<file path="src/i2cs_params.svh">
// Purpose: Constants of the two-wire slave with command pointer.
// Assumes: Included by bare name wherever the constants are needed.
// Notes: Holds definitions only.
`ifndef I2CS_PARAMS_SVH
`define I2CS_PARAMS_SVH

`define I2CS_ADDR_FIXED   3'h4
`define I2CS_PTR_HOLD     7'h7f
`define I2CS_PTR_RESET    8'h00
`define I2CS_LAST_BIT     4'h7
`define I2CS_ACK_SLOT     4'h8
`define I2CS_SYNC_STAGES  2

`endif

</file>
<file path="src/i2cs_pkg.sv">
// Purpose: Types shared by the two-wire slave modules.
// Assumes: Nothing beyond a SystemVerilog compiler.
// Notes: Constants live in i2cs_params.svh.
package i2cs_pkg;

    typedef enum logic [2:0] {
        ST_IDLE  = 3'b000,
        ST_ADDR  = 3'b001,
        ST_CMD   = 3'b010,
        ST_WDATA = 3'b011,
        ST_RDATA = 3'b100
    } i2cs_state_t;

    typedef struct packed {
        logic scl;
        logic sda;
        logic selHigh;
        logic selLow;
    } i2cs_pins_t;

    typedef struct packed {
        logic [6:0] addr;
        logic [7:0] data;
    } i2cs_wr_t;

endpackage

</file>
<file path="src/i2cs_sync.sv">
// Purpose: Multi-stage synchroniser for pin levels.
// Assumes: Inputs are asynchronous levels, idle high.
// Notes: Only the last stage may be read by other logic.
`timescale 1ns/10ps
`default_nettype none
module i2cs_sync #(
    parameter int W      = 4,
    parameter int STAGES = 2
) (
    input  wire logic         core_clk,
    input  wire logic         rst,
    input  wire logic [W-1:0] async,
    output logic      [W-1:0] sync
);
    if (STAGES < 2) begin : g_bad_stages
        $error("i2cs_sync needs at least two stages");
    end

    logic [W-1:0] stage_q [STAGES];

    // Reset to high so an idle bus cannot look like a START.
    always_ff @(posedge core_clk) begin
        if (rst) begin
            for (int i = 0; i < STAGES; i++) begin
                stage_q[i] <= '1;
            end
        end else begin
            stage_q[0] <= async;
            for (int i = 1; i < STAGES; i++) begin
                stage_q[i] <= stage_q[i-1];
            end
        end
    end

    assign sync = stage_q[STAGES-1];
endmodule // i2cs_sync
`default_nettype wire

</file>
<file path="src/i2cs_pin_decode.sv">
// Purpose: Senses which of four nets an address select pin is tied to.
// Assumes: Pin, data and clock levels are synchronised alike.
// Notes: Observation restarts at every START.
`timescale 1ns/10ps
`default_nettype none
module i2cs_pin_decode (
    input  wire logic       core_clk,
    input  wire logic       rst,
    input  wire logic       clear,
    input  wire logic       pinLvl,
    input  wire logic       sdaLvl,
    input  wire logic       sclLvl,
    output logic      [1:0] code
);
    logic sawLow_q;
    logic sawHigh_q;
    logic offSda_q;
    logic offScl_q;
    logic [1:0] code_q;
    logic [1:0] code_d;
    logic toggled;

    assign toggled = sawLow_q && sawHigh_q;
    // A tied-to-supply pin never toggles; a bus-tied pin follows its net.
    assign code_d = !toggled ? (pinLvl ? 2'h1 : 2'h0) :
                    !offScl_q ? 2'h3 :
                    !offSda_q ? 2'h2 : 2'h0;

    always_ff @(posedge core_clk) begin
        if (rst || clear) begin
            sawLow_q  <= 1'b0;
            sawHigh_q <= 1'b0;
            offSda_q  <= 1'b0;
            offScl_q  <= 1'b0;
        end else begin
            sawLow_q  <= sawLow_q || !pinLvl;
            sawHigh_q <= sawHigh_q || pinLvl;
            offSda_q  <= offSda_q || (pinLvl != sdaLvl);
            offScl_q  <= offScl_q || (pinLvl != sclLvl);
        end
    end

    always_ff @(posedge core_clk) begin
        if (rst) begin
            code_q <= 2'h0;
        end else begin
            code_q <= code_d;
        end
    end

    assign code = code_q;
endmodule // i2cs_pin_decode
`default_nettype wire

</file>
<file path="src/i2cs_slave.sv">
// Purpose: Two-wire slave with stored command pointer and autoincrement.
// Assumes: Core clock is much faster than the bus clock.
// Notes: Register storage sits outside; this block only sequences it.
// Function
// - Master starts all transfers and clocks them; device stays slave.
// - Clock line is input only; device never drives or stretches it.
// - Data line is sampled and only pulled low, never driven high.
// - Order is START, address with direction, command, data, STOP.
// - START is data falling while clock high; device detects it.
// - STOP is data rising while clock high; bus then free.
// - One bit per clock pulse; data stable while clock high.
// - Ninth clocked bit is acknowledge, held low through clock high.
// - Device acknowledges written bytes; master acknowledges read bytes.
// - Eighth address bit is direction: zero write, one read.
// - Address top bits fixed at 100; low four from select pins.
// - Each select pin senses ground, supply, data, clock as 0..3.
// - First byte after write address is the command byte.
// - STOP after command byte only stores the pointer.
// - Data bytes go to pointer register, then following registers.
// - Pointer below 7f in low bits increments after each byte.
// - Pointer at 7f in low bits stays unchanged after each byte.
// - Reads use the same stored pointer and increment rules.
// - Top bit of command byte is ignored for register selection.
`timescale 1ns/10ps
`default_nettype none
`include "i2cs_params.svh"
module i2cs_slave
    import i2cs_pkg::*;
#(
    parameter int SYNC_STAGES = `I2CS_SYNC_STAGES
) (
    input  wire logic       core_clk,
    input  wire logic       rst,
    input  wire logic       sclIn,
    input  wire logic       sdaIn,
    output logic            sdaOut,
    output logic            sdaOeN,
    input  wire logic       addrSelectPinHigh,
    input  wire logic       addrSelectPinLow,
    output logic      [6:0] regAddr,
    output i2cs_wr_t        wrReq,
    output logic            wrStrobe,
    input  wire logic [7:0] rdData,
    output logic            rdStrobe,
    output logic            busBusy
);
    if (SYNC_STAGES < 2) begin : g_bad_sync
        $error("i2cs_slave needs at least two synchroniser stages");
    end

    i2cs_pins_t  pinsRaw;
    i2cs_pins_t  pinsSync;
    i2cs_state_t state_q;
    i2cs_state_t state_d;
    logic        sclPrev_q;
    logic        sdaPrev_q;
    logic [3:0]  bitCnt_q;
    logic [3:0]  bitCnt_d;
    logic [7:0]  shift_q;
    logic [7:0]  shift_d;
    logic [7:0]  tx_q;
    logic [7:0]  tx_d;
    logic [7:0]  pointer_q;
    logic [7:0]  pointer_d;
    logic        ackPend_q;
    logic        ackPend_d;
    logic        pullLow_q;
    logic        pullLow_d;
    i2cs_wr_t    wrReq_q;
    i2cs_wr_t    wrReq_d;
    logic        wrStrobe_q;
    logic        wrStrobe_d;
    logic        rdStrobe_q;
    logic        rdStrobe_d;
    logic        busy_q;
    logic [1:0]  selHighCode;
    logic [1:0]  selLowCode;

    // The clock pin has no output path at all; it is only ever sampled.
    assign pinsRaw = '{scl: sclIn, sda: sdaIn,
                       selHigh: addrSelectPinHigh,
                       selLow: addrSelectPinLow};

    i2cs_sync #(
        .W      (4),
        .STAGES (SYNC_STAGES)
    ) u_sync (
        .core_clk (core_clk),
        .rst      (rst),
        .async    (pinsRaw),
        .sync     (pinsSync)
    );

    wire sclS     = pinsSync.scl;
    wire sdaS     = pinsSync.sda;
    wire sclRise  = sclS && !sclPrev_q;
    wire sclFall  = !sclS && sclPrev_q;
    wire startDet = sclS && sclPrev_q && sdaPrev_q && !sdaS;
    wire stopDet  = sclS && sclPrev_q && !sdaPrev_q && sdaS;
    wire ackSlot  = (bitCnt_q == `I2CS_ACK_SLOT);
    wire byteDone = sclRise && (bitCnt_q == `I2CS_LAST_BIT);
    // Bits arrive MSB first, so each new bit enters at the bottom.
    wire [7:0] shiftIn = {shift_q[6:0], sdaS};

    i2cs_pin_decode u_dec_high (
        .core_clk (core_clk),
        .rst      (rst),
        .clear    (startDet),
        .pinLvl   (pinsSync.selHigh),
        .sdaLvl   (sdaS),
        .sclLvl   (sclS),
        .code     (selHighCode)
    );

    i2cs_pin_decode u_dec_low (
        .core_clk (core_clk),
        .rst      (rst),
        .clear    (startDet),
        .pinLvl   (pinsSync.selLow),
        .sdaLvl   (sdaS),
        .sclLvl   (sclS),
        .code     (selLowCode)
    );

    wire [6:0] ownAddr   = {`I2CS_ADDR_FIXED, selHighCode, selLowCode};
    wire       addrMatch = (shiftIn[7:1] == ownAddr);
    wire       isRead    = shiftIn[0];
    wire       ptrAtHold = (pointer_q[6:0] == `I2CS_PTR_HOLD);
    // Only the low seven bits take part; the top bit rides along unchanged.
    wire [6:0] ptrLowNext = ptrAtHold ? pointer_q[6:0] :
                            7'(pointer_q[6:0] + 7'h01);
    wire [7:0] ptrNext    = {pointer_q[7], ptrLowNext};

    always_comb begin
        state_d    = state_q;
        bitCnt_d   = bitCnt_q;
        shift_d    = shift_q;
        tx_d       = tx_q;
        pointer_d  = pointer_q;
        ackPend_d  = ackPend_q;
        pullLow_d  = pullLow_q;
        wrReq_d    = wrReq_q;
        wrStrobe_d = 1'b0;
        rdStrobe_d = 1'b0;
        if (startDet) begin
            // Repeated START is handled the same as a first one.
            state_d   = ST_ADDR;
            bitCnt_d  = 4'h0;
            ackPend_d = 1'b0;
            pullLow_d = 1'b0;
        end else if (stopDet) begin
            // A STOP right after the command byte leaves only the pointer.
            state_d   = ST_IDLE;
            bitCnt_d  = 4'h0;
            ackPend_d = 1'b0;
            pullLow_d = 1'b0;
        end else if (state_q != ST_IDLE) begin
            if (sclRise) begin
                if (ackSlot) begin
                    bitCnt_d  = 4'h0;
                    ackPend_d = 1'b0;
                    // The master acknowledges read bytes; high ends the read.
                    if (!ackPend_q && state_q == ST_RDATA) begin
                        pointer_d = ptrNext;
                        if (sdaS) begin
                            state_d = ST_IDLE;
                        end
                    end
                end else begin
                    shift_d  = shiftIn;
                    bitCnt_d = 4'(bitCnt_q + 4'h1);
                    if (byteDone) begin
                        case (state_q)
                            ST_ADDR: begin
                                if (addrMatch) begin
                                    ackPend_d = 1'b1;
                                    state_d   = isRead ? ST_RDATA : ST_CMD;
                                end else begin
                                    state_d = ST_IDLE;
                                end
                            end
                            ST_CMD: begin
                                pointer_d = shiftIn;
                                ackPend_d = 1'b1;
                                state_d   = ST_WDATA;
                            end
                            ST_WDATA: begin
                                wrReq_d.addr = pointer_q[6:0];
                                wrReq_d.data = shiftIn;
                                wrStrobe_d   = 1'b1;
                                pointer_d    = ptrNext;
                                ackPend_d    = 1'b1;
                            end
                            default: begin
                                ackPend_d = 1'b0;
                            end
                        endcase
                    end
                end
            end else if (sclFall) begin
                // Changes only follow a falling clock, so SDA is stable while SCL is high.
                if (ackSlot) begin
                    pullLow_d = ackPend_q;
                end else if (state_q == ST_RDATA && bitCnt_q == 4'h0) begin
                    tx_d       = {rdData[6:0], 1'b1};
                    pullLow_d  = !rdData[7];
                    rdStrobe_d = 1'b1;
                end else if (state_q == ST_RDATA) begin
                    tx_d      = {tx_q[6:0], 1'b1};
                    pullLow_d = !tx_q[7];
                end else begin
                    pullLow_d = 1'b0;
                end
            end
        end
    end

    always_ff @(posedge core_clk) begin
        if (rst) begin
            state_q   <= ST_IDLE;
            bitCnt_q  <= 4'h0;
            shift_q   <= 8'h00;
            tx_q      <= 8'hff;
            ackPend_q <= 1'b0;
            pullLow_q <= 1'b0;
        end else begin
            state_q   <= state_d;
            bitCnt_q  <= bitCnt_d;
            shift_q   <= shift_d;
            tx_q      <= tx_d;
            ackPend_q <= ackPend_d;
            pullLow_q <= pullLow_d;
        end
    end

    always_ff @(posedge core_clk) begin
        if (rst) begin
            pointer_q  <= `I2CS_PTR_RESET;
            wrReq_q    <= '0;
            wrStrobe_q <= 1'b0;
            rdStrobe_q <= 1'b0;
        end else begin
            pointer_q  <= pointer_d;
            wrReq_q    <= wrReq_d;
            wrStrobe_q <= wrStrobe_d;
            rdStrobe_q <= rdStrobe_d;
        end
    end

    always_ff @(posedge core_clk) begin
        if (rst) begin
            sclPrev_q <= 1'b1;
            sdaPrev_q <= 1'b1;
            busy_q    <= 1'b0;
        end else begin
            sclPrev_q <= sclS;
            sdaPrev_q <= sdaS;
            busy_q    <= startDet ? 1'b1 : (stopDet ? 1'b0 : busy_q);
        end
    end

    // Open drain: the pad level is always low, only the enable moves.
    assign sdaOut   = 1'b0;
    assign sdaOeN   = !pullLow_q;
    assign regAddr  = pointer_q[6:0];
    assign wrReq    = wrReq_q;
    assign wrStrobe = wrStrobe_q;
    assign rdStrobe = rdStrobe_q;
    assign busBusy  = busy_q;
endmodule // i2cs_slave
`default_nettype wire

</file>
<file path="config.mk">
export PLATFORM = sky130hd
export DESIGN_NAME = i2cs_slave
export DESIGN_NICKNAME = d
export VERILOG_FILES = /design/src/i2cs_pkg.sv /design/src/i2cs_sync.sv /design/src/i2cs_pin_decode.sv /design/src/i2cs_slave.sv
export VERILOG_INCLUDE_DIRS = /design/src
export SDC_FILE = /design/constraint.sdc
export NUM_CORES = 1
export LEC_CHECK = 0
export ABC_AREA = 1
export BUFFER_PORTS_ARGS = -buffer_cell sky130_fd_sc_hd__buf_2
export CORE_ASPECT_RATIO = 1.75
export CORE_UTILIZATION = 37
export CTS_CLUSTER_DIAMETER = 120
export DETAILED_ROUTE_END_ITERATION = 10
export PLACE_DENSITY_LB_ADDON = 0.15
export RECOVER_POWER = 50
export SLEW_MARGIN = 20
export SYNTH_ARGS = -nofsm -noshare
export SYNTH_HDL_FRONTEND = slang
export SYNTH_HIERARCHICAL = 1
export SYNTH_SLANG_ARGS = --single-unit
</file>
<file path="constraint.sdc">
create_clock -name core_clk -period 2.1 [get_ports core_clk]
set_clock_uncertainty 0.1 [all_clocks]
set_input_delay 0.63 -clock core_clk [delete_from_list [all_inputs] [get_ports core_clk]]
set_output_delay 0.63 -clock core_clk [all_outputs]
set_load 0.05 [all_outputs]
</file>
==> results.md, run 1 <==
- PostCTS Resize Cnt: 0
- Vias: between 2000 and 3000
- Yosys reg bits: 70
- Worst slew margin: 0.419
- Worst endpoint required time: 1.37 ns
- Sequential area share after synthesis: 0.448
- Worst slack at placement: between 0.2 and 0.25 ns
- Commonest non-fill, non-tap cell in the layout: nand2_1
- Slew Limit Fails: 0
- Worst Tran Pin Value: roughly 0.87 ns
- DIE HEIGHT: 124 µm
- Peak VDD IR: 0.440 mV
- GRT Overall Usage: 0.174
- Crit Path Max Fanout: 2
- Placed cells: between 500 and 600
- Iter 0 DRT Violations: 132
- Synth warnings: 6
- CTS H-tree lvls: 3
- CTS clock-pin slew for the worst setup and hold paths: 0.05 ns
- Mapped Cells: 436
- Worst hold path class: flop to flop
- Avg Cell Area, Syn: roughly 7 µm²
- Largest net degree at the start of global routing: 34
- Syn_nets: 453
- Die area: 0.00885 mm²
- Non-Filler Instances: ~580
- Clock root buffer: clkbuf_16
- Synthesized cell area: 0.00313 mm²
- Post-route cell area: between 0.003 and 0.004 mm²
- Max-cap violations: 0
- Startpoint types: flop
- Tot Pwr: 3.16 mW
- CTS Hold Bufs: 0
- Arr. time, crit path: 1.15 ns
- First-pass GRT wire length: 11700 µm
- Setup_tns: 0 ns
- Rows: 44
- Post-layout utilization of the core: 0.455
- Ys flop type: dfxtp_1
- P_leak: 1.83 nW
- Worst R2R Start: bitCnt_q[0]
- Final net count: 503
- TritonCTS clock tree: yes
- Setup violations, final: 0
- Max Buffers Root-to-Sink: 2
- CTS sink count: 70
- Hpwl dp: 5180 µm
- Filler Cells Inserted: approximately 890
- Status: finished, final reports clean
- Die W: 71.5 µm
- EDFF count, synth: 0
- Distinct cells, synth: 33
- Core ar.: 0.00826 mm²
- Hold Slack: 0.304 ns
- Area contributors post-synth: dfxtp_1 (45%), nand2_1 (12%), inv_1 (6.6%)
- Worst-Skew Late Latency: 0.33 ns
- Vias in the first global route: about 2600
- Drt via density: just under 5
- Final min period: 1.88 ns
- First-pass DRT Iterations: 4
- N_diodes: 0
- Fmax: between 500 and 600 MHz
- Setup bufs post-CTS: 0
- CP Class: flop to primary output
- Antenna violations before repair: 0
- R2R depth: 10
- Async set-or-reset flop fraction in the synthesized netlist: 0
- IO buf count: 39
- Cell taking the most area after synthesis: dfxtp_1
- Final hold vios: 0
- Pwr dens: 841 mW/mm²
- Placed cell area: 0.00347 mm²
- Final Cycle Share: 0.897
- Layout cell share with drive strength beyond 1: 0.130
- Drt wl/cell: 12.2 µm
- Most frequent cells in the layout: nand2_1 (98), dfxtp_1 (70), inv_1 (56), nor2_1 (51), o21ai_0 (37)
- Initial Utilization: 0.379
- Detail Route Antenna Nets: 0
- Crit end category: primary output
- RD Place Congestion: slightly below 0.9
- Setup WS post-layout: 0.216 ns
- Start point of the worst hold path: u_sync/stage_q[0][2]
- RSZ-0062 raised after global routing: false
- Worst hold path cell count: 2
- DRC: 0
- Total gr overflow: 0
- Crit. Startpoint: pullLow_q
- Area Growth Syn to Fin: 20.1%
- Io pins: slightly above 40
- Yosys top cell area share: 0.448
- Routed wire length: 7140 µm
- Clock buffers created by TritonCTS: 9
==> cell families after synthesis <==
logic type,count (synthesis),synth area share
other cells,1,0.00120
xor+xnor,6,0.0168
simple gates,205,0.299
flops,70,0.448
buf+inv,75,0.0979
compound gates,76,0.125
fa+ha+maj,3,0.0120
==> critical path, cell delays in order (launching register included) <==
cell,delay (ns)
dfxtp_1,0.29
inv_1,0.07
clkbuf_1,0.47
==> Yosys cell counts, types with 2 or more instances <==
cell type,number
nand2_1,97
dfxtp_1,70
inv_1,55
nor2_1,49
o21ai_0,37
a21oi_1,34
nand3_1,29
nand4_1,7
buf_2,5
buf_4,5
inv_2,5
nor3_1,5
xor2_1,5
clkbuf_1,4
ha_1,3
nand2_2,3
or2_2,3
a211oi_1,2
nand2_4,2
nor2_2,2
nor2_8,2
==> sequential cells by signal, summed over array words and instances (netlist names), 2 cells and up <==
name,count
wrReq,15
u_sync/stage_q,8
pointer_q,7
shift_q,7
tx_q,7
bitCnt_q,4
state_q,3
u_dec_high/code,2
u_dec_low/code,2
==> report_power, final <==
part	switching (mW)	leakage (nW)	internal, mW
clock	0.532	0.166	1.13
sequential	0.0160	0.569	1.36
combinational	0.0810	1.09	0.0434
==> area by class of cell <==
| class | instances | area [µm²] | share of cell area |
|---|---|---|---|
| sequential | 70 | 1400 | 0.373 |
| clock inverter | 3 | 65.1 | 0.0173 |
| multi-input combinational | 291 | 1420 | 0.376 |
| clock buffer | 13 | 270 | 0.0719 |
| inverter | 61 | 229 | 0.0609 |
| timing repair buffer | 53 | 263 | 0.0699 |
| tap | 92 | 115 | 0.0306 |
==> worst paths after layout <==
kind / endpoint / slack, ns
worst max-delay path: sdaOeN / 0.22
worst min-delay path: u_sync/stage_q[0][6] / 0.30
worst max register to register: pointer_q[6] / 0.23
worst min register to register: u_sync/stage_q[0][6] / 0.30
==> metal layers <==
layer  part of all wire  track usage  up-vias
met2               0.52        0.318       45
met1               0.42        0.181     1256
met3              0.030       0.0307       15
met5                  0            0        -
li1                   -            -     1491
met4              0.031        0.113        0
Note: power is estimated with default switching activity, not from simulation.
==> run 2: changes to the inputs <==
==> constraint.sdc (replaced) <==
create_clock -name core_clk -period 2.1 [get_ports core_clk]
set_clock_uncertainty 0.1 [all_clocks]
set_input_delay 0.63 -clock core_clk [delete_from_list [all_inputs] [get_ports core_clk]]
set_output_delay 0.63 -clock core_clk [all_outputs]
set_load 0.1 [all_outputs]
==> run 2 against run 1 <==
Via count fell by 1.6%. Register-to-register slack barely moved. Core utilization fell by 0.42 points. Die area did not move. Combinational power rose by 4%. Largest power group unchanged. Highest routed layer unchanged. Maximum frequency fell by 4.3%. Sequential cell count did not move. Clock power fell by 4%. Final cell count fell by 1.2%.
==> results.md, run 2 (synthesis gave the netlist of run 1 again) <==
- Critical path's top delay family: buffers and inverters
- CP max stage cell: buf_2
- Hold endpoint: u_sync/stage_q[0][7]
- R2R depth: 8 (-2)
- Layout cell share with drive strength beyond 1: 0.165 (+0.0349)
- Post-layout utilization of the core: 0.451 (-0.00424)
- Most frequent cells in the layout: nand2_1 (97), dfxtp_1 (65), inv_1 (57), nor2_1 (51), o21ai_0 (37)
- R2R setup slack: 0.23 ns (about the same)
- CP Class: flop to primary output
- Clock buffers created by TritonCTS: 9 (unchanged)
- Commonest non-fill, non-tap cell in the layout: nand2_1
- Final Cycle Share: 0.937 (+0.0401)
- CTS clock-pin slew for the worst setup and hold paths: 0.06 ns (about the same)
- CTS H-tree lvls: 3 (unchanged)
- Max Buffers Root-to-Sink: 2 (unchanged)
- Max incr delay on CP: 0.47 ns (about the same)
- Io pins: 41 (unchanged)
- Worst R2R Start: u_sync/stage_q[0][7]
- Initial Utilization: 0.379 (unchanged)
- Final net count: 496 (-1.4%)
- Largest net degree at the start of global routing: 20 (-41%)
- First-pass DRT Iterations: 4 (unchanged)
- Max-cap violations: 0 (unchanged)
- Pwr dens: 834 mW/mm² (-0.88%)
- Hpwl dp: 5190 µm (about the same)
- Start point of the worst hold path: u_sync/stage_q[0][3]
- Worst-Skew Late Latency: 0.33 ns (about the same)
- Crit Path Max Fanout: 7 (+5)
- Startpoint types: flop
- Cell Chain, Critical Path: buf_2
- DIE HEIGHT: 124 µm (unchanged)
- Arr. time, crit path: 1.24 ns (+0.09 ns)
- PostCTS Resize Cnt: 0 (unchanged)
- Drt wl/cell: 11.9 µm (-2.8%)
- Worst endpoint required time: 1.37 ns (about the same)
- Drt via density: 4.79 (-0.44%)
- DRC: 0 (unchanged)
- Worst slew margin: 0.392 (-0.0276)
- Status: finished, final reports clean
- First-pass GRT wire length: 11500 µm (-1.6%)
- Crit end category: primary output
- Rows: 44 (unchanged)
- IO buf count: 39 (unchanged)
- Clock root buffer: clkbuf_16
- Worst hold path class: flop to flop
- Routed wire length: 6860 µm (-3.9%)
- Die area: 0.00885 mm² (unchanged)
- Total buffers and inverters traversed by the critical path: 1 (-1)
- Detail Route Antenna Nets: 0 (unchanged)
- GRT Overall Usage: 0.169 (-0.00528)
- Die W: 71.5 µm (unchanged)
- RD Place Congestion: 0.842 (-5.1%)
- Setup violations, final: 0 (unchanged)
- R2r endpoint: shift_q[2]
- Worst hold path cell count: 2 (unchanged)
- Area Growth Syn to Fin: 18.9%
- Setup bufs post-CTS: 0 (unchanged)
- Total gr overflow: 0 (unchanged)
- CTS sink count: 70 (unchanged)
- Vias: 2761 (-1.6%)
- Antenna violations before repair: 0 (unchanged)
- Final min period: 1.97 ns (+0.0842 ns)
- Slew Limit Fails: 0 (unchanged)
- Crit path depth: 1 (-1)
- Peak VDD IR: 0.414 mV (-5.9%)
- Setup_tns: 0 ns (unchanged)
- N_diodes: 0 (unchanged)
- CTS Hold Bufs: 0 (unchanged)
- Fmax: 508 MHz (-4.3%)
- Iter 0 DRT Violations: 87 (-34%)
- Worst Tran Pin Value: 0.913 ns (+0.0414 ns)
- Max reg flops: 15 (unchanged)
- Final hold vios: 0 (unchanged)
- Vias in the first global route: 2628 (+0.31%)
- Core ar.: 0.00826 mm² (unchanged)
- TritonCTS clock tree: yes
- P_leak: 1.86 nW (+1.5%)
- RSZ-0062 raised after global routing: false
-- run 2: cell types whose count changed in the layout (fill, tap and decap cells not counted), sizes merged --
cell      delta
clkinvlp     +1
clkinv       +3
buf          +3
clkbuf      -14
-- run 2: power breakdown --
part	total, mW	switching (mW)	internal, mW
Sequential	1.37	0.0181	1.35
Combinational	0.129	0.0874	0.0415
Clock	1.60	0.561	1.04
Total	3.10	0.667	2.44
-- run 2: area by class of cell --
cell class / count / area [µm²]
clock buffers: 9 / 225
repair buffers: 46 / 239
clock inverters: 7 / 98.8
fillers: 867 / 4530
inverters: 61 / 229
flip-flops and latches: 70 / 1410
multi-input cells: 291 / 1410
well taps: 92 / 115
-- run 2: through the flow --
step | power (mW) | hold slack, ns | setup slack, ns | cell area (µm²) | instances
2_1_floorplan | 1.49 | 0.280 | 0.0453 | 3140 | 436
4_1_cts | 3.16 | 0.305 | 0.111 | 3750 | 576
3_3_place_gp | 1.53 | 0.284 | 0.300 | 3420 | 560
3_5_place_dp | 1.54 | 0.292 | 0.236 | 3420 | 560
6_report | 3.10 | 0.306 | 0.132 | 3720 | 576
5_1_grt | 3.24 | 0.332 | 0.0308 | 3720 | 576
-- run 2: how the worst max path moves through the flow --
| stage | from | end | slack [ns] |
|---|---|---|---|
| finish | pointer_q[2] | regAddr[2] | 0.13 |
| CTS | pointer_q[2] | regAddr[2] | 0.11 |
| detailed placement | bitCnt_q[0] | pointer_q[6] | 0.24 |
| global route | u_sync/stage_q[0][7] | shift_q[2] | 0.03 |
| global placement | u_sync/stage_q[0][7] | bitCnt_q[2] | 0.30 |
| floorplan | pointer_q[2] | pointer_q[5] | 0.05 |
-- run 2: metal layers --
| layer | vias up | wire [µm] | global-route usage |
|---|---|---|---|
| met5 | - | 0 | 0 |
| met4 | 0 | 124 | 0.0711 |
| met3 | 9 | 174 | 0.0413 |
| met2 | 40 | 3740 | 0.325 |
| met1 | 1242 | 2820 | 0.169 |
| li1 | 1470 | - | - |
==> run 3: changes to the inputs <==
--- a/config.mk
+++ b/config.mk
@@ -12,7 +12,7 @@
 export CORE_UTILIZATION = 37
 export CTS_CLUSTER_DIAMETER = 120
 export DETAILED_ROUTE_END_ITERATION = 10
-export PLACE_DENSITY_LB_ADDON = 0.15
+export PLACE_DENSITY = 0.61
 export RECOVER_POWER = 50
 export SLEW_MARGIN = 20
 export SYNTH_ARGS = -nofsm -noshare
==> run 3 against run 2 <==
Register-to-register slack got worse by 0.02 ns. Critical path depth is the same. Final cell count is 0.17% lower. Non-clock buffer count rose by 1. Clock-buffer cell count up 4. Die area is the same. Via count about the same. Global-route usage about the same. Sequential cell count did not move. Largest cell class unchanged.
==> results.md, run 3 (synthesis gave the netlist of run 1 again) <==
- Status: finished, final reports clean
- Total buffers and inverters traversed by the critical path: 1 (unchanged)
- Critical path's top delay family: buffers and inverters
- Initial Utilization: 0.379 (unchanged)
- P_leak: 1.85 nW (-0.56%)
- Non-Filler Instances: 575 (-0.17%)
- Core ar.: 0.00826 mm² (unchanged)
- RSZ-0062 raised after global routing: false
- Peak VDD IR: 0.484 mV (+17%)
- Max incr delay on CP: 0.47 ns (about the same)
- Detail Route Antenna Nets: 0 (unchanged)
- Placed cells: 561 (+0.18%)
- TritonCTS clock tree: yes
- Startpoint types: flop
- Crit end category: primary output
- Most frequent cells in the layout: nand2_1 (97), dfxtp_1 (65), inv_1 (56), nor2_1 (50), o21ai_0 (37)
- PostCTS Resize Cnt: 0 (unchanged)
- Final net count: 497 (+0.20%)
- DRC: 0 (unchanged)
- Die area: 0.00885 mm² (unchanged)
- Filler Cells Inserted: 859 (-0.92%)
- CP Class: flop to primary output
- Area Growth Syn to Fin: 18.4%
- Final hold vios: 0 (unchanged)
- Worst endpoint required time: 1.37 ns (about the same)
- GRT Overall Usage: 0.168 (-0.000339)
- R2R depth: 7 (-1)
- Die W: 71.5 µm (unchanged)
- N_diodes: 0 (unchanged)
- Final min period: 1.97 ns (-0.00303 ns)
- Clock buffers created by TritonCTS: 9 (unchanged)
- Slew Limit Fails: 0 (unchanged)
- Drt wl/cell: 12.1 µm (+1.5%)
- Multi-input logic area: 0.00142 mm² (+0.89%)
- Setup WS post-layout: 0.135 ns (+0.00303 ns)
- Placed cell area: 0.00343 mm² (+0.22%)
- R2r endpoint: pointer_q[2]
- Final Cycle Share: 0.936 (-0.00144)
- Max Buffers Root-to-Sink: 2 (unchanged)
- Setup violations, final: 0 (unchanged)
- CTS H-tree lvls: 3 (unchanged)
- Iter 0 DRT Violations: 175 (+100%)
- Largest net degree at the start of global routing: 20 (unchanged)
- Fmax: 509 MHz (+0.15%)
- Cell Chain, Critical Path: buf_2
- Antenna violations before repair: 0 (unchanged)
- Crit Path Max Fanout: 7 (unchanged)
- Drt via density: 4.81 (+0.25%)
- CP max stage cell: buf_2
- Setup bufs post-CTS: 0 (unchanged)
- First-pass GRT wire length: 11400 µm (-1.3%)
- Post-route cell area: 0.00371 mm² (-0.44%)
- Worst hold path cell count: 2 (unchanged)
- Arr. time, crit path: 1.24 ns (about the same)
- Max reg flops: 15 (unchanged)
- Clock root buffer: clkbuf_16
- Routed wire length: 6950 µm (+1.4%)
- CTS clock-pin slew for the worst setup and hold paths: 0.05 ns (about the same)
- Worst slew margin: 0.406 (+0.0144)
- Vias: 2763 (+0.072%)
- First-pass DRT Iterations: 4 (unchanged)
- Total gr overflow: 0 (unchanged)
- Worst slack at placement: 0.0613 ns (-0.175 ns)
- Worst-Skew Late Latency: 0.33 ns (about the same)
- Hpwl dp: 5240 µm (+0.98%)
- Vias in the first global route: 2596 (-1.2%)
- Worst hold path class: flop to flop
- CTS Hold Bufs: 0 (unchanged)
- Register area: 0.00141 mm² (unchanged)
- Rows: 44 (unchanged)
- R2R setup slack: 0.21 ns (-0.02 ns)
- Tot Pwr: 2.98 mW (-3.9%)
- Io pins: 41 (unchanged)
- Pwr dens: 805 mW/mm² (-3.5%)
- Layout cell share with drive strength beyond 1: 0.166 (+0.000342)
- Setup_tns: 0 ns (unchanged)
- IO buf count: 39 (unchanged)
- Start point of the worst hold path: u_sync/stage_q[0][2]
- Commonest non-fill, non-tap cell in the layout: nand2_1
- RD Place Congestion: 0.834 (-1.0%)
- Hold endpoint: u_sync/stage_q[0][6]
- Worst R2R Start: bitCnt_q[0]
- Worst Tran Pin Value: 0.891 ns (-0.0215 ns)
- CTS sink count: 70 (unchanged)
- DIE HEIGHT: 124 µm (unchanged)
- Max-cap violations: 0 (unchanged)
==> run 3: cell type report <==
cell class                 count  share of cell area
inverter                      61              0.0618
clock inverter                 1             0.00810
timing repair buffer          47              0.0658
clock buffer                  13              0.0702
sequential                    70               0.380
multi-input combinational    291               0.383
tap                           92              0.0310
==> run 3: worst max-delay path by stage <==
| stage | startpoint | slack [ns] | endpoint | cells after the start |
|---|---|---|---|---|
| 6_report | pointer_q[2] | 0.13 | regAddr[2] | 1 |
| 5_1_grt | bitCnt_q[0] | 0.02 | shift_q[2] | 8 |
| 4_1_cts | bitCnt_q[0] | 0.05 | shift_q[2] | 8 |
| 3_5_place_dp | bitCnt_q[0] | 0.06 | shift_q[2] | 8 |
| 3_3_place_gp | bitCnt_q[0] | 0.10 | shift_q[2] | 8 |
| 2_1_floorplan | pointer_q[2] | 0.05 | pointer_q[5] | 9 |
==> run 3: routing by layer <==
layer | share of wire | GRT usage | wire length, µm | vias up
met5 | 0 | 0 | 0 | -
met4 | 0.022 | 0.0870 | 152 | 0
met3 | 0.027 | 0.0429 | 188 | 13
met2 | 0.54 | 0.313 | 3760 | 48
met1 | 0.41 | 0.171 | 2860 | 1233
li1 | - | - | - | 1469
==> run 3: power by group <==
group	switching (mW)	total, mW	leakage, nW	internal (mW)
Combinational	0.0855	0.127	1.13	0.0417
Sequential	0.0185	1.37	0.572	1.36
Clock	0.511	1.48	0.142	0.970
Total	0.615	2.98	1.85	2.37
==> run 3: through the flow <==
step	util	hold slack [ns]
3_5_place_dp	0.415	0.289
6_report	0.449	0.300
4_1_cts	0.450	0.301
5_1_grt	0.449	0.317
2_1_floorplan	-	0.280
3_3_place_gp	0.415	0.282
